--- src/pkg/rtu_slave_map.vh ---
`ifndef RTU_SLAVE_MAP_VH
`define RTU_SLAVE_MAP_VH
// ----------------------------------------
// read map indices
// ----------------------------------------
`define RD_PRODUCT 5'h00
`define RD_AQ_MEAS 5'h01
`define RD_TEMP_MEAS 5'h02
`define RD_AIR_LOOP 5'h03
`define RD_TEMP_LOOP 5'h04
`define RD_HUM_MEAS 5'h05
`define RD_HUM_HYST 5'h06
`define RD_AQ_THR 5'h07
`define RD_HUM_THR 5'h08
`define RD_NODE_ADDR 5'h0A
`define RD_AQ_FS 5'h0B
`define RD_TEMP_FS 5'h0C
`define RD_FROST 5'h12
`define RD_AO1_SEL 5'h13
`define RD_AO1_DO2_SEL 5'h14
`define RD_DO1_SEL 5'h15
`define RD_MAP_SIZE 17'h0001C
// ----------------------------------------
// write map indices
// ----------------------------------------
`define WR_NODE_ADDR 5'h00
`define WR_AQ_FS 5'h01
`define WR_TEMP_FS 5'h02
`define WR_FROST 5'h08
`define WR_AO1_SEL 5'h09
`define WR_MAP_SIZE 17'h00020
// ----------------------------------------
// reset and fixed values
// ----------------------------------------
`define RST_NODE_ADDR 16'h00F5
`define RST_AQ_FS 16'h0FA0
`define RST_TEMP_FS 16'h01F4
`define RST_FROST 16'h0010
`define RST_AO1_SEL 16'h0001
`define FIXED_OUT_SEL 16'h0065
`define FS_MAX 16'h7FFF
`define AIR_LOOP_MAX 16'h2710
`define TEMP_LOOP_MAX 16'h2710
`define TEMP_LOOP_MIN 16'hD8F0
`define HYST_DIV 16'h000A
// ----------------------------------------
// protocol constants
// ----------------------------------------
`define FN_READ 8'h03
`define FN_WRITE 8'h10
`define EXC_FLAG 8'h80
`define EXC_FUNC 8'h01
`define EXC_ADDR 8'h02
`define EXC_VALUE 8'h03
`define BCAST_ADDR 8'h00
`define MAX_WR_REGS 16'h0016
`define READ_REQ_LEN 7'h08
`define WRITE_HDR_LEN 7'h09
`define MIN_FRAME_LEN 7'h04
`define FRAME_DEPTH 7'h40
`define CRC_INIT 16'hFFFF
`define CRC_POLY 16'hA001
`define SIL_END_MUL 8'h02
`define SIL_START_NUM 8'h07
`define SIL_MAX 8'hFF
`endif

--- src/design/rtu_slave.v ---
// Behaviour
// - transmit only in reply to addressed request
// - frame is address, function, data, check
// - binary framing only, no ascii
// - sixteen-bit crc in two trailing bytes
// - start collecting after 3.5 idle characters
// - accept own address or broadcast zero only
// - two idle characters end frame, check crc
// - good frame executes, reply echoes address, function
// - reply waits 3.5 characters after request end
// - parity, framing, overrun, crc errors: silent drop
// - exception reply: function plus 0x80, code
// - exception reply also waits 3.5 characters
// - read request: start, count, check field
// - read reply: byte count, data, check
// - write function accepts at most 22 registers
// - only 03 and 16; others get exception
// - read-only objects never change on write
// - humidity hysteresis is threshold divided by ten
// - air full scale up to 32767, bounds measurement
// - temperature in tenths, full scale default 500
// - loop outputs clamped 0..10000 and +-10000
// - config written through separate write map
`include "rtu_slave_map.vh"
`default_nettype none
module rtu_slave #(
  parameter [15:0] PRODUCT_CODE = 16'h0001 // arbitrary product identity value
) (
  input wire core_clk, // 10 MHz system clock
  input wire rstn, // asynchronous reset, active low
  input wire [15:0] bit_period, // clock cycles per serial bit, at least 1
  input wire [3:0] char_bits, // bits per character incl start, parity, stop
  input wire [7:0] rx_data, // received character
  input wire rx_valid, // one-cycle pulse per received character
  input wire rx_err, // parity, framing or overrun error with rx_valid
  output wire [7:0] tx_data, // reply byte to the uart
  output wire tx_valid, // reply byte is waiting
  input wire tx_ready, // uart takes tx_data this cycle
  output wire tx_drive_en, // line driver enable while replying
  input wire [15:0] air_quality_in, // measured air quality, ppm
  input wire [15:0] temperature_in, // measured temperature, tenths of a degree
  input wire [15:0] air_loop_in, // air quality controller output
  input wire [15:0] temp_loop_in, // temperature controller output, signed
  input wire [15:0] humidity_in, // measured humidity, % rh
  input wire [15:0] air_threshold_in, // air quality threshold setting
  input wire [15:0] humidity_threshold_in, // humidity threshold setting
  output wire [15:0] node_address, // configured bus address
  output wire [15:0] air_quality_full_scale, // air quality range
  output wire [15:0] temperature_full_scale, // temperature range
  output wire [15:0] frost_guard_min_temp, // frost guard temperature
  output wire [15:0] analog_out1_source_select // analog output 1 source
);
  localparam [7:0] S_IDLE = 8'h01;
  localparam [7:0] S_RECV = 8'h02;
  localparam [7:0] S_CHECK = 8'h04;
  localparam [7:0] S_EXEC = 8'h08;
  localparam [7:0] S_WRITE = 8'h10;
  localparam [7:0] S_GAP = 8'h20;
  localparam [7:0] S_SEND = 8'h40;
  localparam [7:0] S_DRAIN = 8'h80;
  localparam [1:0] K_READ = 2'h0;
  localparam [1:0] K_WRITE = 2'h1;
  localparam [1:0] K_EXC = 2'h2;

  // ----------------------------------------
  // shared decoding
  // ----------------------------------------
  function [15:0] crc_step;
    input [15:0] c;
    input [7:0] d;
    integer i;
    reg [15:0] x;
    begin
      x = c ^ {8'h00, d};
      for (i = 0; i < 8; i = i + 1)
        x = x[0] ? ((x >> 1) ^ `CRC_POLY) : (x >> 1);
      crc_step = x;
    end
  endfunction

  reg [7:0] state_ff;
  reg [15:0] bit_cnt_ff;
  reg [7:0] sil_ff;
  reg [7:0] frm_ff [0:63];
  reg [6:0] rx_len_ff;
  reg rx_bad_ff;
  reg [15:0] crc_rx_ff;
  reg [1:0] kind_ff;
  reg [7:0] exc_code_ff;
  reg [4:0] wr_k_ff;
  reg [6:0] tx_idx_ff;
  reg [6:0] tx_len_ff;
  reg [15:0] crc_tx_ff;
  reg [15:0] node_addr_ff;
  reg [15:0] aq_fs_ff;
  reg [15:0] temp_fs_ff;
  reg [15:0] frost_ff;
  reg [15:0] ao1_sel_ff;
  reg [7:0] head_ff;
  reg head_v_ff;
  reg [7:0] tail_ff;
  reg tail_v_ff;

  wire [15:0] start_reg = {frm_ff[2], frm_ff[3]};
  wire [15:0] reg_cnt = {frm_ff[4], frm_ff[5]};
  wire [16:0] span_end = {1'b0, start_reg} + {1'b0, reg_cnt};
  wire [7:0] fn_code = frm_ff[1];
  wire is_bcast = (frm_ff[0] == `BCAST_ADDR);

  // ----------------------------------------
  // read map
  // ----------------------------------------
  wire [15:0] aq_meas = (air_quality_in > aq_fs_ff) ? aq_fs_ff : air_quality_in;
  wire [15:0] air_loop = (air_loop_in > `AIR_LOOP_MAX) ? `AIR_LOOP_MAX : air_loop_in;
  wire [15:0] temp_loop = ($signed(temp_loop_in) > $signed(`TEMP_LOOP_MAX)) ? `TEMP_LOOP_MAX :
                          ($signed(temp_loop_in) < $signed(`TEMP_LOOP_MIN)) ? `TEMP_LOOP_MIN : temp_loop_in;
  wire [15:0] hum_hyst = humidity_threshold_in / `HYST_DIV;

  function [15:0] reg_read;
    input [4:0] idx;
    begin
      case (idx)
        `RD_PRODUCT: reg_read = PRODUCT_CODE;
        `RD_AQ_MEAS: reg_read = aq_meas;
        `RD_TEMP_MEAS: reg_read = temperature_in;
        `RD_AIR_LOOP: reg_read = air_loop;
        `RD_TEMP_LOOP: reg_read = temp_loop;
        `RD_HUM_MEAS: reg_read = humidity_in;
        `RD_HUM_HYST: reg_read = hum_hyst;
        `RD_AQ_THR: reg_read = air_threshold_in;
        `RD_HUM_THR: reg_read = humidity_threshold_in;
        `RD_NODE_ADDR: reg_read = node_addr_ff;
        `RD_AQ_FS: reg_read = aq_fs_ff;
        `RD_TEMP_FS: reg_read = temp_fs_ff;
        `RD_FROST: reg_read = frost_ff;
        `RD_AO1_SEL: reg_read = ao1_sel_ff;
        `RD_AO1_DO2_SEL: reg_read = `FIXED_OUT_SEL;
        `RD_DO1_SEL: reg_read = `FIXED_OUT_SEL;
        default: reg_read = 16'h0000;
      endcase
    end
  endfunction

  // ----------------------------------------
  // silence timing
  // ----------------------------------------
  // the bit divider restarts on every character, so silence is measured from its end
  wire bit_tick = (bit_cnt_ff == bit_period - 16'h0001);
  wire [7:0] t_end = {4'h0, char_bits} * `SIL_END_MUL;
  wire [7:0] t_start_x2 = {4'h0, char_bits} * `SIL_START_NUM;
  wire [7:0] t_start = (t_start_x2 >> 1) + {7'h00, t_start_x2[0]};
  wire line_armed = (sil_ff >= t_start);
  wire frame_ended = (sil_ff >= t_end);

  always @(posedge core_clk or negedge rstn) begin
    if (!rstn) begin
      bit_cnt_ff <= 16'h0000;
      sil_ff <= 8'h00;
    end else if (rx_valid) begin
      bit_cnt_ff <= 16'h0000;
      sil_ff <= 8'h00;
    end else if (bit_tick) begin
      bit_cnt_ff <= 16'h0000;
      if (sil_ff != `SIL_MAX) sil_ff <= sil_ff + 8'h01;
    end else begin
      bit_cnt_ff <= bit_cnt_ff + 16'h0001;
    end
  end

  // ----------------------------------------
  // reply byte generator and buffer
  // ----------------------------------------
  wire buf_in_ready = ~tail_v_ff;
  wire buf_pop = head_v_ff & tx_ready;
  wire [6:0] data_rel = tx_idx_ff - 7'h03;
  wire [4:0] rd_idx = start_reg[4:0] + data_rel[5:1];
  wire [15:0] rd_word = reg_read(rd_idx);
  reg [7:0] tx_byte;

  always @* begin
    tx_byte = 8'h00;
    if (tx_idx_ff == tx_len_ff - 7'h02) tx_byte = crc_tx_ff[7:0];
    else if (tx_idx_ff == tx_len_ff - 7'h01) tx_byte = crc_tx_ff[15:8];
    else if (tx_idx_ff == 7'h00) tx_byte = frm_ff[0];
    else if (tx_idx_ff == 7'h01) tx_byte = (kind_ff == K_EXC) ? (fn_code | `EXC_FLAG) : fn_code;
    else begin
      case (kind_ff)
        K_READ: begin
          if (tx_idx_ff == 7'h02) tx_byte = {reg_cnt[6:0], 1'b0};
          else tx_byte = data_rel[0] ? rd_word[7:0] : rd_word[15:8];
        end
        K_WRITE: tx_byte = frm_ff[tx_idx_ff[2:0]];
        K_EXC: tx_byte = exc_code_ff;
        default: tx_byte = 8'h00;
      endcase
    end
  end

  wire buf_push = state_ff[6] & buf_in_ready;

  // two entries: a stalled uart holds the generator, no byte is dropped
  always @(posedge core_clk or negedge rstn) begin
    if (!rstn) begin
      head_ff <= 8'h00;
      head_v_ff <= 1'b0;
      tail_ff <= 8'h00;
      tail_v_ff <= 1'b0;
    end else if (buf_pop) begin
      if (tail_v_ff) begin
        head_ff <= tail_ff;
        tail_v_ff <= 1'b0;
      end else begin
        head_v_ff <= buf_push;
        head_ff <= tx_byte;
      end
    end else if (buf_push) begin
      if (!head_v_ff) begin
        head_ff <= tx_byte;
        head_v_ff <= 1'b1;
      end else begin
        tail_ff <= tx_byte;
        tail_v_ff <= 1'b1;
      end
    end
  end

  assign tx_data = head_ff;
  assign tx_valid = head_v_ff;
  assign tx_drive_en = state_ff[6] | state_ff[7];

  // ----------------------------------------
  // frame store
  // ----------------------------------------
  genvar g;
  generate
    for (g = 0; g < 64; g = g + 1) begin : g_frm
      always @(posedge core_clk or negedge rstn) begin
        if (!rstn) begin
          frm_ff[g] <= 8'h00;
        // a new frame always lands at index 0, whatever length the last one left
        end else if (rx_valid && (state_ff[1] ? rx_len_ff : 7'h00) == g && (state_ff[1] || (state_ff[0] && line_armed))) begin
          frm_ff[g] <= rx_data;
        end
      end
    end
  endgenerate

  // ----------------------------------------
  // write map
  // ----------------------------------------
  wire [4:0] wr_reg = start_reg[4:0] + wr_k_ff;
  wire [5:0] wr_base = 6'h07 + {wr_k_ff, 1'b0};
  wire [15:0] wr_val = {frm_ff[wr_base], frm_ff[wr_base + 6'h01]};
  wire wr_fire = state_ff[4];

  always @(posedge core_clk or negedge rstn) begin
    if (!rstn) begin
      node_addr_ff <= `RST_NODE_ADDR;
      aq_fs_ff <= `RST_AQ_FS;
      temp_fs_ff <= `RST_TEMP_FS;
      frost_ff <= `RST_FROST;
      ao1_sel_ff <= `RST_AO1_SEL;
    end else if (wr_fire) begin
      // internal and fixed entries of the write map are accepted and left unchanged
      case (wr_reg)
        `WR_NODE_ADDR: if (wr_val[15:8] == 8'h00 && wr_val[7:0] != `BCAST_ADDR) node_addr_ff <= wr_val;
        `WR_AQ_FS: if (wr_val <= `FS_MAX) aq_fs_ff <= wr_val;
        `WR_TEMP_FS: if (wr_val <= `FS_MAX) temp_fs_ff <= wr_val;
        `WR_FROST: frost_ff <= wr_val;
        `WR_AO1_SEL: ao1_sel_ff <= wr_val;
        default: ;
      endcase
    end
  end

  assign node_address = node_addr_ff;
  assign air_quality_full_scale = aq_fs_ff;
  assign temperature_full_scale = temp_fs_ff;
  assign frost_guard_min_temp = frost_ff;
  assign analog_out1_source_select = ao1_sel_ff;

  // ----------------------------------------
  // request sequencer
  // ----------------------------------------
  wire [6:0] wr_len = `WRITE_HDR_LEN + {reg_cnt[5:0], 1'b0};

  always @(posedge core_clk or negedge rstn) begin
    if (!rstn) begin
      state_ff <= S_IDLE;
      rx_len_ff <= 7'h00;
      rx_bad_ff <= 1'b0;
      crc_rx_ff <= `CRC_INIT;
      kind_ff <= K_READ;
      exc_code_ff <= 8'h00;
      wr_k_ff <= 5'h00;
      tx_idx_ff <= 7'h00;
      tx_len_ff <= 7'h00;
      crc_tx_ff <= `CRC_INIT;
    end else begin
      case (state_ff)
        S_IDLE: begin
          // characters before a full start silence are stray and dropped
          if (rx_valid && line_armed) begin
            state_ff <= S_RECV;
            rx_len_ff <= 7'h01;
            rx_bad_ff <= rx_err;
            crc_rx_ff <= crc_step(`CRC_INIT, rx_data);
          end
        end
        S_RECV: begin
          if (rx_valid) begin
            if (rx_len_ff != `FRAME_DEPTH) rx_len_ff <= rx_len_ff + 7'h01;
            rx_bad_ff <= rx_bad_ff | rx_err | (rx_len_ff == `FRAME_DEPTH);
            crc_rx_ff <= crc_step(crc_rx_ff, rx_data);
          end else if (frame_ended) begin
            state_ff <= S_CHECK;
          end
        end
        S_CHECK: begin
          // a frame whose crc runs over its own check bytes leaves zero
          if (rx_bad_ff || crc_rx_ff != 16'h0000 || rx_len_ff < `MIN_FRAME_LEN) begin
            state_ff <= S_IDLE;
          end else if (frm_ff[0] != node_addr_ff[7:0] && !is_bcast) begin
            state_ff <= S_IDLE;
          end else begin
            state_ff <= S_EXEC;
          end
        end
        S_EXEC: begin
          tx_idx_ff <= 7'h00;
          crc_tx_ff <= `CRC_INIT;
          wr_k_ff <= 5'h00;
          state_ff <= is_bcast ? S_IDLE : S_GAP;
          if (fn_code == `FN_READ) begin
            if (rx_len_ff != `READ_REQ_LEN || reg_cnt == 16'h0000 || reg_cnt > {11'h000, `RD_MAP_SIZE}) begin
              kind_ff <= K_EXC;
              exc_code_ff <= `EXC_VALUE;
              tx_len_ff <= 7'h05;
            end else if (span_end > `RD_MAP_SIZE) begin
              kind_ff <= K_EXC;
              exc_code_ff <= `EXC_ADDR;
              tx_len_ff <= 7'h05;
            end else begin
              kind_ff <= K_READ;
              tx_len_ff <= 7'h05 + {reg_cnt[5:0], 1'b0};
            end
          end else if (fn_code == `FN_WRITE) begin
            if (reg_cnt == 16'h0000 || reg_cnt > `MAX_WR_REGS || frm_ff[6] != {reg_cnt[6:0], 1'b0}
                || rx_len_ff != wr_len) begin
              kind_ff <= K_EXC;
              exc_code_ff <= `EXC_VALUE;
              tx_len_ff <= 7'h05;
            end else if (span_end > `WR_MAP_SIZE) begin
              kind_ff <= K_EXC;
              exc_code_ff <= `EXC_ADDR;
              tx_len_ff <= 7'h05;
            end else begin
              kind_ff <= K_WRITE;
              tx_len_ff <= 7'h08;
              state_ff <= S_WRITE;
            end
          end else begin
            kind_ff <= K_EXC;
            exc_code_ff <= `EXC_FUNC;
            tx_len_ff <= 7'h05;
          end
        end
        S_WRITE: begin
          wr_k_ff <= wr_k_ff + 5'h01;
          if ({11'h000, wr_k_ff} == reg_cnt - 16'h0001) state_ff <= is_bcast ? S_IDLE : S_GAP;
        end
        S_GAP: begin
          if (line_armed) state_ff <= S_SEND;
        end
        S_SEND: begin
          if (buf_push) begin
            tx_idx_ff <= tx_idx_ff + 7'h01;
            if (tx_idx_ff < tx_len_ff - 7'h02) begin
              crc_tx_ff <= crc_step(crc_tx_ff, tx_byte);
            end
            if (tx_idx_ff == tx_len_ff - 7'h01) begin
              state_ff <= S_DRAIN;
            end
          end
        end
        S_DRAIN: begin
          if (!head_v_ff && !tail_v_ff) state_ff <= S_IDLE;
        end
        default: state_ff <= S_IDLE;
      endcase
    end
  end
endmodule // rtu_slave
`default_nettype wire

--- config.mk ---
export PLATFORM = sky130hd
export DESIGN_NAME = rtu_slave
export DESIGN_NICKNAME = d
export VERILOG_FILES = /design/src/design/rtu_slave.v
export VERILOG_INCLUDE_DIRS = /design/src /design/src/pkg
export SDC_FILE = /design/constraint.sdc
export NUM_CORES = 2
export LEC_CHECK = 0
export BUFFER_PORTS_ARGS = -buffer_cell sky130_fd_sc_hd__buf_2
export CELL_PAD_IN_SITES_DETAIL_PLACEMENT = 0
export CELL_PAD_IN_SITES_GLOBAL_PLACEMENT = 1
export CORE_UTILIZATION = 37
export CTS_BUF_LIST = sky130_fd_sc_hd__clkbuf_4
export DETAILED_ROUTE_END_ITERATION = 10
export PLACE_DENSITY_LB_ADDON = 0.1
export SKIP_LAST_GASP = 1
export SLEW_MARGIN = 0
export SYNTH_ARGS = -nofsm -noshare
export SYNTH_HDL_FRONTEND = slang
export SYNTH_SLANG_ARGS = --single-unit
--- constraint.sdc ---
create_clock -name core_clk -period 9.1 [get_ports core_clk]
set_input_delay 1.82 -clock core_clk [delete_from_list [all_inputs] [get_ports core_clk]]
set_output_delay 1.82 -clock core_clk [all_outputs]
set_load 0.05 [all_outputs]
==> out/qor.txt <==
status -> completed
clock insertion delay at the later pin of the skew report -> 1.07 ns
sw frac -> 0.319
max cap viols -> 0
WS Path Type -> in2reg
mean post-synth cell area -> 11.5 sq um
Flop pwr share -> 0.435
Synth cell types -> 108
Setup WS post-layout -> 1.67 ns
Final #Nets -> 4009
Initial Util -> 0.375
Site Rows -> 120
cell family with most CP delay -> simple AND/OR/NAND/NOR gates
area added between synthesis and finish -> 13.0%
Critical Path Source Type -> primary input
endpoint class of the critical path -> register
reg2reg start -> tx_idx_ff[1]
Die Span X -> 332 um
top cells by area, synth -> dfrtp_1 (40%), mux2_2 (15%), mux4_2 (9.8%)
crit path from -> humidity_threshold_in[14]
Psw -> 2.55 mW
yosys warns -> 0
GPL Wtd Cong -> 0.985
slew of the pin with the lowest slew margin -> 1.29 ns
RSZ-0062 raised after global routing -> no
CTS Sinks -> 705
Pleak -> 20.8 nW
layout cells sized above 1 -> 0.370
Synth area leader -> dfrtp_1
Hold Vio Cnt, Final -> 0
IO Pins -> 235
global route overflow -> 0
drt via density -> 5.72
Seq cells post-synth -> 705
max-slew headroom at the worst pin -> 0.121
clk slew on worst S/H paths -> 0.06 ns
Synth Cell Area -> 0.0404 sq mm
post-route DRC violation count -> 0
Post-Route Skew -> 0.102 ns
Buf/Inv on CP -> 3
clk buf depth -> 3
Power Internal -> 5.44 mW
Final ANT Viol Nets -> 0
peak supply drop -> 0.103 mV
IO buf count -> 234
fmax -> 0.135 GHz
Worst R2R End -> crc_tx_ff[15]
sequential area share after synthesis -> 0.438
postcts setup bufs -> 0
cts bufs inserted -> 195
largest family of logic cells by synthesized area -> multiplexers
die area -> 0.111 sq mm
gr usage total -> 0.247
number of global-route vias before repair -> 31407
setup TNS -> 0 ns
wire per inst -> 25.7 um
first-pass GRT wire length -> 207000 um
Post-Syn Nets -> 3746
end of the critical path -> crc_tx_ff[15]
slowest cell on the critical path -> nor3_2
Hold Path Origin -> tail_ff[1]
post-place setup slack -> 0.660 ns
Clk network pwr share -> 0.371
complex-gate fraction of the synthesized area -> 0.0939
final max-slew violation count -> 0
HP Class -> reg2reg
Synth Area in XOR/XNOR -> 0.0378
Post-synth EDFFs -> 0
Resize count post-CTS -> 0
Routed WL -> 137000 um
Critical Path RT -> 10.04 ns
CORE AREA -> 0.108 sq mm
Root Buffer -> clkbuf_4
CP cell instances -> buf_2 > nor2b_1 > buf_4 > nor4_1 > nor3_1 > buf_4 > and2_1 > o311ai_0 > o22ai_1 > nand2_1 > o31ai_1 > a311o_1 > a221oi_1 > a311o_1 > nor2_1 > a311oi_1 > nor3_2 > or4b_1 > o21ai_0 > nor4b_4 > mux2_4 > xor2_1 > mux2i_1
total stage count of the critical path -> 23
WP data arrival -> 8.37 ns
DRT Pass-1 Iters -> 6
Max FO, Critical Path -> 27
Final Hold Slack -> 0.474 ns
Pwr Density -> 175 mW/mm^2
biggest cell delay along the critical path -> 0.54 ns
Main synth FF type -> dfrtp_1
period utilization -> 0.817
reg2reg setup slack -> 1.71 ns
Synth Area in Simple Gates -> 0.104
fraction of synthesized cell area taken by the top area cell type -> 0.404
Setup violations, final -> 0
CTS Hold Bufs -> 0
Gate power share -> 0.194
synthesized netlist cell count -> 3506
mux share of post-synthesis cell area -> 0.265
ys async rst share -> 1.00
worst reg2reg path depth -> 26
initial DRC count -> 1975
min Tclk post-route -> 7.43 ns
CTS tree -> yes
routed vias -> 30482
Die Ht -> 332 um
final core utilization -> 0.424
adder-cell share of the synthesized area -> 0.0307
H-Tree Depth -> 4
largest net degree at the start of global routing -> 189
Post-DP HPWL -> 97100 um
antenna violations before repair -> 10
-- layer usage --
| layer | up-vias | GRT usage | share of wire |
|---|---|---|---|
| li1 | 13654 | - | - |
| met1 | 15771 | 0.321 | 0.43 |
| met2 | 822 | 0.415 | 0.49 |
| met3 | 233 | 0.0403 | 0.042 |
| met4 | 2 | 0.0917 | 0.032 |
| met5 | - | 0 | 0.000087 |
-- synth_stat cells (10+ instances only) --
| library cell | count |
|---|---|
| dfstp_2 | 53 |
| o211ai_1 | 21 |
| nand3_1 | 75 |
| o21ai_0 | 157 |
| buf_1 | 18 |
| nor2_1 | 289 |
| nand3b_1 | 12 |
| ha_1 | 88 |
| and2_1 | 21 |
| nand4_1 | 32 |
| mux2i_1 | 53 |
| mux4_2 | 176 |
| nand2b_1 | 24 |
| nor4_1 | 34 |
| o22ai_1 | 10 |
| inv_1 | 72 |
| and3_1 | 25 |
| a221oi_1 | 19 |
| or3_1 | 23 |
| a211oi_1 | 13 |
| o2111ai_1 | 11 |
| xor2_1 | 71 |
| o31ai_1 | 16 |
| o21a_1 | 12 |
| nand2_1 | 208 |
| nor3_1 | 44 |
| a21oi_1 | 131 |
| a31oi_1 | 24 |
| xnor2_1 | 101 |
| mux2_2 | 552 |
| dfrtp_1 | 652 |
| clkbuf_1 | 206 |
| a22oi_1 | 16 |
| a2111oi_0 | 20 |
| or4_1 | 10 |
| nor2b_1 | 34 |
-- registers in the layout (all words and copies together), names as in the netlist, 5 cells and up --
register and flops:
state_ff 8, rx_len_ff 7, wr_k_ff 5, bit_cnt_ff 16
air_quality_full_scale 16, node_address 16, tx_idx_ff 7, crc_tx_ff 16
crc_rx_ff 16, temperature_full_scale 16, frm_ff 504, sil_ff 8
tx_data 8, tail_ff 8, analog_out1_source_select 16, frost_guard_min_temp 16
tx_len_ff 7, fn_code 8
-- power groups by stage --
stage | registers, mW | clock network [mW] | logic, mW
after floorplan | 3.44 | 0 | 1.05
after global placement | 3.53 | 0 | 1.53
after detailed placement | 3.53 | 0 | 1.54
after CTS | 3.47 | 3.09 | 1.55
after global routing | 3.49 | 3.27 | 1.69
final | 3.48 | 2.96 | 1.55
-- cell usage in the layout, fill, tap and decap left out, types with 11 or more instances in the layout --
master / Yosys / routed
mux4_2: 176 / 176
dfrtp_1: 652 / 651
nand3b_1: 12 / 12
o21a_1: 12 / 12
nand2b_1: 24 / 24
o2111ai_1: 11 / 11
mux2i_1: 53 / 53
a21oi_1: 131 / 131
o31ai_1: 16 / 16
or3_1: 23 / 23
a221oi_1: 19 / 19
o21ai_0: 157 / 157
nor2_1: 289 / 288
buf_2: 8 / 234
ha_1: 88 / 87
and3_1: 25 / 25
nor2b_1: 34 / 34
nor3_1: 44 / 44
clkinv_1: 3 / 26
inv_1: 72 / 72
a31oi_1: 24 / 24
and2_1: 21 / 21
dfstp_2: 53 / 53
clkbuf_4: 0 / 306
nand4_1: 32 / 32
mux2_2: 552 / 552
nand2_1: 208 / 208
o211ai_1: 21 / 21
buf_4: 3 / 66
a211oi_1: 13 / 13
a22oi_1: 16 / 16
nand3_1: 75 / 75
nor4_1: 34 / 32
a2111oi_0: 20 / 17
xor2_1: 71 / 70
xnor2_1: 101 / 100
-- worst min-delay path by stage --
stage | endpoint | slack (ns) | cells after the start
2_1_floorplan | tail_ff[1] | 0.44 | 2
3_3_place_gp | tail_ff[1] | 0.46 | 2
3_5_place_dp | tail_ff[1] | 0.47 | 2
4_1_cts | tail_ff[1] | 0.48 | 2
5_1_grt | tx_data[5] | 0.50 | 2
6_report | tail_ff[1] | 0.47 | 2
-- per-stage QoR --
| stage | cell area, sq um | std cells | power [mW] |
|---|---|---|---|
| floorplan | 40400 | 3506 | 4.49 |
| global placement | 43100 | 4974 | 5.06 |
| detailed placement | 43100 | 4975 | 5.08 |
| CTS | 45600 | 5319 | 8.12 |
| global route | 45600 | 5325 | 8.46 |
| finish | 45600 | 5327 | 7.99 |
-- cell families (layout without fill, tap and decap cells) --
group | after synthesis | after routing
mux | 782 | 782
buf+inv | 313 | 723
xor+xnor | 173 | 173
fa+ha+maj | 95 | 95
flops | 705 | 705
compound gates | 566 | 566
simple gates | 872 | 872
other cells | 0 | 8
-- worst register-to-register path, delay by kind of cell, from the launching register on --
kind | cells | cell delay (ns)
fa+ha+maj | 3 | 0.95
flops | 1 | 0.49
mux | 2 | 0.50
xor+xnor | 4 | 0.77
simple gates | 5 | 1.17
buf+inv | 4 | 0.80
compound gates | 8 | 2.67
-- final cells by class --
cell class                      count  area [sq um]
Fill cell                       10346         62000
Multi-Input combinational cell   2488         21600
Sequential cell                   705         17700
Clock buffer                      306          2300
Tap cell                         1403          1760
Timing Repair Buffer              304          1740
Inverter                           75           282
Clock inverter                     38           269
Antenna cell                        8          20.0
(Power assumes the default switching activity.)
